[src/acr_params.svh]
/*
 register offsets, field positions, reset values for the converter
 result and interrupt control block; assumes byte addressing on a
 32-bit avalon slave port, one aligned word per register.
*/
`ifndef ACR_PARAMS_SVH
`define ACR_PARAMS_SVH

// ----------------------------------------
// offsets (byte addresses)
// ----------------------------------------
`define ACR_OFS_CTL2    8'h00
`define ACR_OFS_IE      8'h04
`define ACR_OFS_IFG     8'h08
`define ACR_OFS_IV      8'h0c
`define ACR_OFS_OVCTL   8'h10
`define ACR_OFS_STAT    8'h14
`define ACR_OFS_MASK    8'h18
`define ACR_OFS_MEM     8'h40
`define ACR_OFS_MCTL    8'h80
`define ACR_REGION_MSK  8'hc0

// ----------------------------------------
// field positions
// ----------------------------------------
`define ACR_CLKSEL_HI   4
`define ACR_CLKSEL_LO   3
`define ACR_MODE_HI     2
`define ACR_MODE_LO     1
`define ACR_BUSY_BIT    0
`define ACR_OVIE_BIT    3
`define ACR_TOVIE_BIT   2
`define ACR_ST_RES      0
`define ACR_ST_OV       1
`define ACR_ST_TOV      2

// ----------------------------------------
// values
// ----------------------------------------
`define ACR_RST_WORD    16'h0000
`define ACR_IV_NONE     16'h0000
`define ACR_IV_OV       16'h0002
`define ACR_IV_TOV      16'h0004
`define ACR_IV_MEM0     16'h0006

`endif

[src/acr_pkg.sv]
/*
 types of the converter result and interrupt control block;
 assumes acr_params.svh supplies the numbers.
*/
package acr_pkg;

    typedef enum logic [1:0] {
        ACR_SINGLE,
        ACR_SEQUENCE,
        ACR_REPEAT_SINGLE,
        ACR_REPEAT_SEQUENCE
    } acr_mode_t;

    typedef struct packed {
        logic [1:0]        clkSel;
        acr_mode_t         seqMode;
        logic [15:0]       irqEn;
        logic [15:0]       irqFlag;
        logic [15:0][11:0] mem;
        logic [15:0][7:0]  mctl;
        logic              ovIe;
        logic              tovIe;
        logic [2:0]        status;
        logic [2:0]        mask;
        logic              ack;
        logic [15:0]       rdata;
        logic [7:0]        curCtl;
    } acr_state_t;

    typedef struct packed {
        logic        done;
        logic [3:0]  index;
        logic [11:0] result;
    } acr_result_t;

endpackage

[src/acr_top.sv]
/*
 register side of a 12-bit converter: clock/mode control, sixteen
 result memories and control bytes, result flags, vector and one
 interrupt line. assumes the converter core runs on sys_clk and
 hands results as one-cycle strobes.
*/
`timescale 1ns/100ps
`include "acr_params.svh"

module acr_top
(
    // clock and reset
    input  wire logic        sys_clk,
    input  wire logic        reset_n,
    // avalon-mm slave
    input  wire logic [7:0]  avs_address,
    input  wire logic        avs_read,
    input  wire logic        avs_write,
    input  wire logic [31:0] avs_writedata,
    output logic [31:0]      avs_readdata,
    output logic             avs_waitrequest,
    // converter core
    input  acr_pkg::acr_result_t convResult,
    input  wire logic        convBusy,
    input  wire logic        memOverflow,
    input  wire logic        timeOverflow,
    output logic [3:0]       clkSrcOneHot,
    output logic [1:0]       seqModeSel,
    output logic [7:0]       curMemCtl,
    output logic             ovIrqEnable,
    output logic             tovIrqEnable,
    // interrupt
    output logic             irq
);

    acr_pkg::acr_state_t acrState_ff;
    acr_pkg::acr_state_t nxt_acrState;
    logic                req;
    logic                accept;
    logic [7:0]          regionAddr;
    logic [3:0]          slot;
    logic [15:0]         wdata;
    logic [15:0]         vector;

    // ----------------------------------------
    // helpers
    // ----------------------------------------
    function automatic logic [15:0] prioVector(
        input logic        ovPend,
        input logic        tovPend,
        input logic [15:0] pend
    );
        logic [15:0] v;
        v = `ACR_IV_NONE;
        for (int i = 15; i >= 0; i--)
        begin
            if (pend[i])
            begin
                v = `ACR_IV_MEM0 + 16'(2 * i);
            end
        end
        if (tovPend)
        begin
            v = `ACR_IV_TOV;
        end
        if (ovPend)
        begin
            v = `ACR_IV_OV;
        end
        return v;
    endfunction

    assign req        = avs_read | avs_write;
    assign accept     = req & acrState_ff.ack;
    assign regionAddr = avs_address & `ACR_REGION_MSK;
    assign slot       = avs_address[5:2];
    assign wdata      = avs_writedata[15:0];
    // pending memory sources only count when enabled
    assign vector     = prioVector(acrState_ff.status[`ACR_ST_OV],
                                   acrState_ff.status[`ACR_ST_TOV],
                                   acrState_ff.irqFlag & acrState_ff.irqEn);

    // ----------------------------------------
    // next state
    // ----------------------------------------
    always_comb
    begin
        logic [2:0] stSet;
        stSet        = 3'h0;
        nxt_acrState = acrState_ff;
        // one wait cycle gives the read data a full cycle to settle
        nxt_acrState.ack = req & ~acrState_ff.ack;
        if (req & ~acrState_ff.ack)
        begin
            nxt_acrState.rdata = `ACR_RST_WORD;
            if (regionAddr == `ACR_OFS_MEM)
            begin
                nxt_acrState.rdata = {4'h0, acrState_ff.mem[slot]};
            end
            else if (regionAddr == `ACR_OFS_MCTL)
            begin
                nxt_acrState.rdata = {8'h00, acrState_ff.mctl[slot]};
            end
            else if (avs_address == `ACR_OFS_CTL2)
            begin
                nxt_acrState.rdata[`ACR_CLKSEL_HI:`ACR_CLKSEL_LO] = acrState_ff.clkSel;
                nxt_acrState.rdata[`ACR_MODE_HI:`ACR_MODE_LO] = acrState_ff.seqMode;
                nxt_acrState.rdata[`ACR_BUSY_BIT] = convBusy;
            end
            else if (avs_address == `ACR_OFS_IE)
            begin
                nxt_acrState.rdata = acrState_ff.irqEn;
            end
            else if (avs_address == `ACR_OFS_IFG)
            begin
                nxt_acrState.rdata = acrState_ff.irqFlag;
            end
            else if (avs_address == `ACR_OFS_IV)
            begin
                nxt_acrState.rdata = vector;
            end
            else if (avs_address == `ACR_OFS_OVCTL)
            begin
                nxt_acrState.rdata[`ACR_OVIE_BIT]  = acrState_ff.ovIe;
                nxt_acrState.rdata[`ACR_TOVIE_BIT] = acrState_ff.tovIe;
            end
            else if (avs_address == `ACR_OFS_STAT)
            begin
                nxt_acrState.rdata = {13'h0, acrState_ff.status};
            end
            else if (avs_address == `ACR_OFS_MASK)
            begin
                nxt_acrState.rdata = {13'h0, acrState_ff.mask};
            end
        end
        // clears first, hardware sets applied last so they win
        if (accept)
        begin
            if (regionAddr == `ACR_OFS_MEM)
            begin
                nxt_acrState.irqFlag[slot] = 1'b0;
                if (avs_write)
                begin
                    nxt_acrState.mem[slot] = wdata[11:0];
                end
            end
            else if (avs_write)
            begin
                if (regionAddr == `ACR_OFS_MCTL)
                begin
                    nxt_acrState.mctl[slot] = wdata[7:0];
                end
                else if (avs_address == `ACR_OFS_CTL2)
                begin
                    nxt_acrState.clkSel = wdata[`ACR_CLKSEL_HI:`ACR_CLKSEL_LO];
                    nxt_acrState.seqMode =
                        acr_pkg::acr_mode_t'(wdata[`ACR_MODE_HI:`ACR_MODE_LO]);
                end
                else if (avs_address == `ACR_OFS_IE)
                begin
                    nxt_acrState.irqEn = wdata;
                end
                else if (avs_address == `ACR_OFS_IFG)
                begin
                    nxt_acrState.irqFlag = wdata;
                end
                else if (avs_address == `ACR_OFS_OVCTL)
                begin
                    nxt_acrState.ovIe  = wdata[`ACR_OVIE_BIT];
                    nxt_acrState.tovIe = wdata[`ACR_TOVIE_BIT];
                end
                else if (avs_address == `ACR_OFS_STAT)
                begin
                    nxt_acrState.status = acrState_ff.status & ~wdata[2:0];
                end
                else if (avs_address == `ACR_OFS_MASK)
                begin
                    nxt_acrState.mask = wdata[2:0];
                end
            end
            else if (avs_address == `ACR_OFS_IV)
            begin
                // reading the vector acknowledges an overflow source
                if (vector == `ACR_IV_OV)
                begin
                    nxt_acrState.status[`ACR_ST_OV] = 1'b0;
                end
                else if (vector == `ACR_IV_TOV)
                begin
                    nxt_acrState.status[`ACR_ST_TOV] = 1'b0;
                end
            end
        end
        if (convResult.done)
        begin
            nxt_acrState.mem[convResult.index]     = convResult.result;
            nxt_acrState.irqFlag[convResult.index] = 1'b1;
            stSet[`ACR_ST_RES] = acrState_ff.irqEn[convResult.index];
        end
        stSet[`ACR_ST_OV]  = memOverflow & acrState_ff.ovIe;
        stSet[`ACR_ST_TOV] = timeOverflow & acrState_ff.tovIe;
        nxt_acrState.status = nxt_acrState.status | stSet;
        nxt_acrState.curCtl = acrState_ff.mctl[convResult.index];
    end

    always_ff @(posedge sys_clk)
    begin
        if (!reset_n)
        begin
            acrState_ff <= '0;
        end
        else
        begin
            acrState_ff <= nxt_acrState;
        end
    end

    // ----------------------------------------
    // outputs
    // ----------------------------------------
    assign avs_readdata    = {16'h0000, acrState_ff.rdata};
    assign avs_waitrequest = req & ~acrState_ff.ack;
    assign clkSrcOneHot    = 4'h1 << acrState_ff.clkSel;
    assign seqModeSel      = acrState_ff.seqMode;
    assign curMemCtl       = acrState_ff.curCtl;
    assign ovIrqEnable     = acrState_ff.ovIe;
    assign tovIrqEnable    = acrState_ff.tovIe;
    assign irq             = |(acrState_ff.status & acrState_ff.mask);
endmodule
[config.mk]
export PLATFORM = sky130hd
export DESIGN_NAME = acr_top
export DESIGN_NICKNAME = d
export VERILOG_FILES = /design/src/acr_pkg.sv /design/src/acr_top.sv
export VERILOG_INCLUDE_DIRS = /design/src /design/src/src
export SDC_FILE = /design/constraint.sdc
export NUM_CORES = 1
export LEC_CHECK = 0
export ABC_AREA = 1
export BUFFER_PORTS_ARGS = -buffer_cell sky130_fd_sc_hd__buf_4
export CORE_AREA = 10 10 223 225
export DETAILED_ROUTE_END_ITERATION = 6
export DIE_AREA = 0 0 233 235
export PLACE_DENSITY_LB_ADDON = 0.2
export SLEW_MARGIN = 5
export SYNTH_ARGS = -nofsm -noshare
export SYNTH_HDL_FRONTEND = slang
export SYNTH_SLANG_ARGS = --single-unit
[constraint.sdc]
create_clock -name sys_clk -period 1.74 [get_ports sys_clk]
set_input_delay 0.348 -clock sys_clk [delete_from_list [all_inputs] [get_ports sys_clk]]
set_output_delay 0.348 -clock sys_clk [all_outputs]
set_load 0.01 [all_outputs]
# ---- Yosys cells after proc, flatten, opt, wreduce, memory -nomap -nowiden
# Cells that the tools add are included.
dict set report word_totals {
  latch_bits 0
  rom_bits 0
  mem_bits_rw 0
  inputBits 64
  memories 0
  regBits 389
  out_inout_bits 50
  wordCells 168
}
dict set report op_classes {
  order_cmp 4
  multipliers 0
  shift 1
  n_reduce_logical 9
  n_mux 80
  div_mod_pow 0
  n_addsub 0
  bitwise 21
  eq_ne 10
}
# operator count
set ops {}
lappend ops {{$mux 16} 28}
lappend ops {{$bwmux 192} 2}
lappend ops {{$mux 192} 2}
lappend ops {{$mux 344} 1}
lappend ops {{$mux 208} 1}
lappend ops {{$mux 136} 1}
lappend ops {{$mux 130} 1}
lappend ops {{$bwmux 128} 1}
lappend ops {{$mux 128} 1}
lappend ops {{$demux 12 s4} 2}
lappend ops {{$bmux 8 s4} 2}
lappend ops {{$mux 8} 7}
lappend ops {{$bmux 12 s4} 1}
lappend ops {{$mux 12} 4}
lappend ops {{$and 16x16->16} 2}
lappend ops {{$demux 8 s4} 1}
lappend ops {{$eq 8x5->1 const B} 3}
lappend ops {{$mux 6} 3}
lappend ops {{$eq 16x2->1 const B} 1}
lappend ops {{$eq 16x3->1 const B} 1}
lappend ops {{$eq 8x4->1 const B} 2}
lappend ops {{$not 16->16} 1}
lappend ops {{$or 16x16->16} 1}
lappend ops {{$mux 3} 4}
lappend ops {{other kinds (27)} 52}

# ---- Depth between registers and ports, before layout
# Gate-level depths: netlist of run 1.
dict set report depth {
  ltp_word 28
  ltp_mapped 22
  ltp_nobuf 22
}

# ---- Worst setup path after synthesis of run 1
# Ideal clock, no wire load.
dict set report synth_timing {
  path_type {input to register}
  start {input port avs_address[3]}
  end {register acrState_ff (netlist bit avs_readdata[5])}
  setup_ns 0.116
  path_slack_ns -0.133
  required_ns 1.624
  path_buffers 1
  cell_stages 13
  t_arrival_ns 1.757
  cell_sequence {buf_4 -> nor2_4 -> inv_2 -> nor2_4 -> inv_2 -> nor2_4 -> nor2_4 -> inv_2 -> nor2_1 -> a311oi_1 -> o221ai_1 -> o211ai_1 -> inv_1}
}
dict set report synth_between {
  elab_chain_len 8
  word_cells_on_any_way 16
  classes_between {4 x eq/ne; 11 x mux; 1 x reduce/logical}
}
# element line
set synth_lines {}
lappend synth_lines {{start: declaration} acr_top.sv:16} ;# input wire logic [7:0] avs_address,
lappend synth_lines {{$eq 8x5->1 (no source line)} n/a}
lappend synth_lines {{$mux 12} acr_top.sv:122} ;# else if (avs_address == `ACR_OFS_OVCTL)
lappend synth_lines {{$mux 16} acr_top.sv:118} ;# else if (avs_address == `ACR_OFS_IV)
lappend synth_lines {{$mux 16} acr_top.sv:114} ;# else if (avs_address == `ACR_OFS_IFG)
lappend synth_lines {{$mux 16} acr_top.sv:110} ;# else if (avs_address == `ACR_OFS_IE)
lappend synth_lines {{$mux 11} acr_top.sv:104} ;# else if (avs_address == `ACR_OFS_CTL2)
lappend synth_lines {{$mux 16} acr_top.sv:100} ;# else if (regionAddr == `ACR_OFS_MCTL)
lappend synth_lines {{$mux 16 (*)} acr_top.sv:96} ;# if (regionAddr == `ACR_OFS_MEM)
lappend synth_lines {{end signal: assignment} acr_top.sv:214} ;# acrState_ff <= nxt_acrState;
lappend synth_lines {{end: declaration} acr_top.sv:36} ;# acr_pkg::acr_state_t acrState_ff;
# Every way passes the cells marked *; elsewhere a longest branch is shown, timed or not. The select of a mux whose other input is x is not followed.
# A chain may end at the register's enable or synchronous reset.

# ---- Worst setup path in the final report of run 1
dict set report layout_timing {
  start {register acrState_ff[212] (netlist bit)}
  end {register acrState_ff (netlist bit avs_readdata[3])}
}
dict set report layout_between {
  elab_chain_len 3
}
# element line
set layout_lines {}
lappend layout_lines {{$bmux 12 s4} acr_top.sv:98} ;# nxt_acrState.rdata = {4'h0, acrState_ff.mem[slot]};
lappend layout_lines {{$mux 12 (not written as such)} acr_top.sv:98}
lappend layout_lines {{$mux 16} acr_top.sv:96}
# Every way passes these cells. The select of a mux whose other input is x is not followed.

==> results of run 1 <==
[cell type report]
cell class / instances / area, µm² / area share [%]
Clock buffer: 60 / 1270 / 5.06
Clock inverter: 18 / 260 / 1.03
Inverter: 393 / 1490 / 5.90
Multi-Input combinational cell: 1761 / 9830 / 39.1
Sequential cell: 389 / 7810 / 31.0
Tap cell: 600 / 751 / 2.98
Timing Repair Buffer: 371 / 3750 / 14.9
[metal layers]
metal / track usage, % / up-vias / part of all wire [%]
li1: - / 10089 / -
met2: 46.6 / 1215 / 46
met5: 0 / - / 0.016
met4: 14.7 / 2 / 5.3
met1: 36.6 / 10319 / 40
met3: 4.65 / 257 / 8.6
[logic make-up after synthesis]
kind of cell / Yosys count / share of synthesized area [%]
AOI/OAI and AO/OA: 1223 / 35.9
and+or+nand+nor: 519 / 11.7
adders and majority gates: 3 / 0.186
DFF: 389 / 38.5
other: 1 / 0.0185
buffers and inverters: 670 / 13.7
[worst paths after layout]
| check | to | slack, ps |
|---|---|---|
| min reg2reg | avs_readdata[12]$_SDFFE_PN0P_ | 470 |
| max | avs_readdata[3]$_SDFFE_PN0P_ | 9 |
| max reg2reg | avs_readdata[3]$_SDFFE_PN0P_ | 9 |
| min | acrState_ff[383]$_SDFFE_PN0P_ | 10 |
[synthesized netlist by cell type (all sizes together), types with 13 or more instances]
master,instances
a21oi,374
a22oi,112
a31oi,46
buf,107
clkbuf,170
dfxtp,389
inv,386
nand2,281
nand3,139
nor2,79
o211ai,170
o21ai,411
o221ai,64
o22ai,13
[report_power, final]
group	leakage (µW)	switching [µW]	internal [µW]	total [µW]
registers	0.00315	85.2	9050	9130
clock network	0.000750	4080	5910	9990
logic	0.00680	1470	770	2240
[tightest hold or removal path, stage by stage]
cell and delay (ps):
buf_4 120, inv_1 50, a21oi_1 50
[timing repair]
action                                  in CTS  in global routing
endpoints found under the hold margin        3                  0
cloned                                       0                  2
gates resized for setup                      9                 41
hold buffers                                 3                  0
endpoints found under the setup margin       5                 34
pin swaps                                    1                  6
buffers inserted                             1                  9
[cell usage in the layout, fill, tap and decap left out, types with 10 or more instances in the layout]
cell,instances
o21ai_0,376
buf_4,290
inv_1,354
nor2_2,21
a22oi_1,112
o22ai_1,13
conb_1,16
nor2_1,45
nand2_2,11
nand2_1,269
dfxtp_2,13
dfxtp_1,375
nand3_1,138
inv_2,28
o221ai_1,63
a21oi_1,370
o21ai_1,35
a31oi_1,44
clkbuf_16,47
clkbuf_8,10
o211ai_1,170
buf_12,72
nor2_4,10
[stage by stage]
stage                     setup WS, ps  total power [µW]  util [%]  cell area [µm²]
after global routing              -104             21900      55.8            25200
after detailed placement          -587             11400      51.7            23300
after global placement            -619             11400      51.7            23300
final                             9.04             21400      55.8            25200
after CTS                         2.67             21300      55.2            24900
after floorplan                   -127             10400         -            20300
==> run summary, run 1 <==
setup_tns: 0 ps
largest net degree at the start of global routing: 77
I/O Buffers: 81
maximum clock insertion buffer count: 3
FF-to-FF Start: acrState_ff[212]$_SDFF_PN0_
CP Class: flip-flop to flip-flop
Hold Fails Final Rpt: 0
hold_sp: avs_writedata[14]
register area share after synthesis: 38.5%
FP Rows: 78
mean routed wirelength per cell: 23.1 µm
synth unique cells: 44
MaxCap Viol Count: 0
Inserted Clock Buffers: 45
transition time at the pin with the least slew margin: 766 ps
P_leak: 0.0107 µW
Synth Register Bits: 389
DRC: 0
Async S/R FF share, synth: 0%
initial antenna violation count: 1
layout cell share with drive strength beyond 1: 18.4%
CTS root buffer: clkbuf_16
worst skew pair latency: 600 ps
Die Span X: 233 µm
Post-Syn Instances: 2805
critical path arrival: 2220 ps
Worst Reg-to-Reg Cells: 9
CP Launch Type: flip-flop
via/cell ratio: 6.09
CP max FO: 2
dpl cells: 3499
Clock transition at path regs: 60 ps
Layout area overhead: 24.4%
outcome: finished clean
Routed WL: 83.0 mm
detailed placement HPWL: 57.4 mm
global-route usage over all layers: 28.9%
cell repeated most along the worst path: nand2_1
CP Cell Sequence: a22oi_1 > a31oi_1 > buf_4 > nor3_1 > nand2_1 > nand2_1 > nand2_1 > nand2_1 > inv_1
Max Clock Freq: 0.578 GHz
hold path depth: 3
First-pass DRT Iterations: 6
fin. max-slew vios: 0
Tcrit/Tclk final: 99.5%
vias in the first global route: 20620
CP bufs+invs: 2
final global-route overflow total: 0
total number of yosys warnings: 0
Initial DRC Count: 2532
post-route ant nets: 0
clock sinks: 389
Syn Area/Cell: 7.21 µm²
first-pass GRT wire length: 124 mm
starting density of the core: 44.8%
area leader, netlist: dfxtp_1
final setup skew: 17.8 ps
Slew HR: 48.6%
Filler cells: 4260
EDFF count, synth: 0
Cell Pwr Density: 849 nW/µm²
Die Span Y: 235 µm
CP top delay family: simple AND/OR/NAND/NOR gates
Synth area leaders: dfxtp_1, o21ai_0, a21oi_1, inv_1, o211ai_1
Ports: 114
vias: 21882
GPL Wtd Cong: 0.992
post-synth top area share: 38.5%
TritonCTS clock tree: built
Hold WC Path Type: primary input to flip-flop
crit end category: flip-flop
core area: 45100 µm²
H-Tree Depth: 2
slowest CP cell: nor3_1
ant diodes: 0
number of cells on the critical path: 9
ys flop type: dfxtp_1
Post-Syn Area: 20200 µm²
WP data required: 2230 ps
Peak supply drop: 0.000698 V
Critical path origin: acrState_ff[212]$_SDFF_PN0_
Die ar.: 54800 µm²
post-layout min period: 1730 ps
final setup violation count: 0
final std cells w/o fill: 3592
RSZ-0062 raised after global routing: yes
# nets final: 3028
CP max stage delay: 360 ps
WHS: 13.4 ps
No activity file was read; power rests on OpenSTA's default activity.
==> inputs of run 2 (changes only) <==
--- a/config.mk
+++ b/config.mk
@@ -7,7 +7,7 @@
 export NUM_CORES = 1
 export LEC_CHECK = 0
 export ABC_AREA = 1
-export BUFFER_PORTS_ARGS = -buffer_cell sky130_fd_sc_hd__buf_4
+export BUFFER_PORTS_ARGS = -buffer_cell sky130_fd_sc_hd__buf_2
 export CORE_AREA = 10 10 223 225
 export DETAILED_ROUTE_END_ITERATION = 6
 export DIE_AREA = 0 0 233 235
==> run 2 against run 1 <==
- the flow now finishes with violations (negative setup slack)
- power decreased by 0.32%
- non-clock buffer count increased by 49
- count of clock-buffer cells in the layout increased by 9
- sequential power about the same
- via count increased by 1.7%
- register-to-register slack about the same
- sequential cell count unchanged
- utilization increased by 0.47 points
- critical path depth increased by 1
- global-route usage increased by 1.3 points
- fmax decreased by 5.2%
- first-iteration DRC count increased by 13%
- highest routed layer is now met4
==> run summary, run 2 (same netlist as run 1, synthesis figures left out) <==
final setup skew: 22.1 ps (was 17.8 ps)
final setup violation count: 2 (was 0)
Tcrit/Tclk final: 105% (was 99.5%)
final core utilization: 56.3% (was 55.8%)
worst skew pair latency: 600 ps (about the same)
CTS root buffer: clkbuf_16 (unchanged)
violated checks: negative setup slack
Clock transition at path regs: 60 ps (about the same)
detailed placement HPWL: 61.0 mm (was 57.4 mm)
WP data required: 2260 ps (was 2230 ps)
CP max FO: 31 (was 2)
fin. max-slew vios: 0 (unchanged)
H-Tree Depth: 2 (unchanged)
I/O Buffers: 81 (unchanged)
transition time at the pin with the least slew margin: 785 ps (was 766 ps)
GPL Wtd Cong: 1.00 (was 0.992)
Hold Fails Final Rpt: 0 (unchanged)
Die Span X: 233 µm (unchanged)
maximum clock insertion buffer count: 3 (unchanged)
Inserted Clock Buffers: 45 (unchanged)
commonest non-fill, non-tap cell in the layout: o21ai_0 (unchanged)
post-route ant nets: 0 (unchanged)
most frequent cells in the layout: o21ai_0, dfxtp_1, a21oi_1, inv_1, nand2_1 (was o21ai_0, dfxtp_1, a21oi_1, inv_1, buf_4)
Max Clock Freq: 0.548 GHz (was 0.578 GHz)
slowest CP cell: a21oi_1 (was nor3_1)
vias in the first global route: 20815 (was 20620)
final worst slack: -85.7 ps (was 9.04 ps)
critical path arrival: 2350 ps (was 2220 ps)
mean routed wirelength per cell: 23.6 µm (was 23.1 µm)
Layout area overhead: 25.5% (was 24.4%)
# nets final: 3077 (was 3028)
core area: 45100 µm² (unchanged)
Die Span Y: 235 µm (unchanged)
FP Rows: 78 (unchanged)
CP Class: primary input to flip-flop (was flip-flop to flip-flop)
RSZ-0062 raised after global routing: yes (unchanged)
CP Cell Sequence: buf_4 > nor2_4 > buf_12 > buf_4 > a22oi_1 > a31oi_1 > nor3_1 > a21oi_1 > a22oi_1 > a21oi_2 (was a22oi_1 > a31oi_1 > buf_4 > nor3_1 > nand2_1 > nand2_1 > nand2_1 > nand2_1 > inv_1)
CP top delay family: compound AO/OA/AOI/OAI gates (was simple AND/OR/NAND/NOR gates)
Initial DRC Count: 2869 (was 2532)
via/cell ratio: 6.10 (was 6.09)
crit end category: flip-flop (unchanged)
Ports: 114 (unchanged)
P_leak: 0.0110 µW (was 0.0107 µW)
CP Launch Type: primary input (was flip-flop)
layout cell share with drive strength beyond 1: 20.0% (was 18.4%)
CP bufs+invs: 3 (was 2)
final global-route overflow total: 0 (unchanged)
CP max stage delay: 400 ps (was 360 ps)
DRC: 0 (unchanged)
Cell Pwr Density: 839 nW/µm² (was 849 nW/µm²)
Routed WL: 86.1 mm (was 83.0 mm)
MaxCap Viol Count: 0 (unchanged)
Peak supply drop: 0.000673 V (was 0.000698 V)
Hold WC Path Type: primary input to flip-flop (unchanged)
First-pass DRT Iterations: 6 (unchanged)
pre-CTS setup slack: -1020 ps (was -587 ps)
starting density of the core: 44.8% (unchanged)
Slew HR: 47.4% (was 48.6%)
clock sinks: 389 (unchanged)
first-pass GRT wire length: 129 mm (was 124 mm)
Die ar.: 54800 µm² (unchanged)
vias: 22262 (was 21882)
post-layout min period: 1830 ps (was 1730 ps)
outcome: finished, violations left (was finished clean)
TritonCTS clock tree: built (unchanged)
largest net degree at the start of global routing: 125 (was 77)
initial antenna violation count: 1 (unchanged)
global-route usage over all layers: 30.2% (was 28.9%)
Filler cells: 4276 (was 4260)
## run 2: cell types whose count changed in the layout (fill, tap and decap cells not counted), sizes merged
cell | before | now
clkbuf | 63 | 71
inv | 390 | 386
diode | 0 | 3
bufinv | 5 | 3
clkinvlp | 2 | 3
buf | 365 | 416
dlygate4sd3 | 3 | 2
clkinv | 14 | 13
## run 2: final timing paths
kind | start | endpoint | slack, ps | depth (start not counted)
max | avs_address[3] | avs_readdata[1]$_SDFFE_PN0P_ | -90 | 10
min | avs_writedata[12] | acrState_ff[381]$_SDFFE_PN0P_ | 10 | 3
max reg2reg | acrState_ff[212]$_SDFF_PN0_ | avs_readdata[3]$_SDFFE_PN0P_ | 20 | 9
min reg2reg | avs_readdata[15]$_SDFFE_PN0P_ | avs_readdata[15]$_SDFFE_PN0P_ | 470 | 2
## run 2: layer usage
layer  track usage (%)  part of all wire [%]  up-vias  routed length (µm)
met5                 0                     0        -                   0
met4              16.7                   5.6        0                4820
met3              4.26                   8.2      269                7070
met2              48.7                    46     1226               39800
met1              38.0                    40    10568               34400
li1                  -                     -    10199                   -
## run 2: through the flow
| stage | TNS [ps] | cell area [µm²] | instances | power, µW | hold WS [ps] |
|---|---|---|---|---|---|
| CTS | -93.7 | 25100 | 3639 | 21300 | 8.58 |
| global placement | -109850 | 23500 | 3554 | 11500 | 456 |
| finish | -111 | 25400 | 3647 | 21300 | 14.8 |
| detailed placement | -115820 | 23500 | 3554 | 11500 | 464 |
| floorplan | -134 | 20300 | 2820 | 10400 | 446 |
| global route | -233 | 25400 | 3644 | 21800 | 16.9 |
## run 2: timing repair
action / 4_1_cts / 5_1_grt
buffers inserted: 3 / 5
hold buffers: 2 / 0
endpoints found under the setup margin: 5 / 352
pin swaps: 0 / 9
resized for setup: 9 / 61
endpoints found under the hold margin: 2 / 0
cloned: 0 / 0
## run 2: layout make-up
class	count	area [µm²]	share of cell area (%)
diodes	3	7.51	0.0296
clock buffers	69	1370	5.40
clock inverters	12	144	0.567
inverters	393	1490	5.87
multi-input cells	1761	9940	39.2
flip-flops and latches	389	7810	30.8
well taps	600	751	2.96
repair buffers	420	3860	15.2
## run 2: report_power, final
group	internal [µW]	switching, µW	total [µW]	leakage (µW)
Sequential	9040	94.8	9140	0.00315
Combinational	768	1510	2280	0.00706
Clock	5850	4030	9880	0.000742
## run 2: worst reg2reg max path, cell delays in order (launching register included)
cell and delay (ps):
dfxtp_1 310, a22oi_1 190, a31oi_1 100, buf_4 160, nor3_1 420, nand2_1 190, nand2_1 110, nand2_1 50
nand2_1 60, inv_1 30
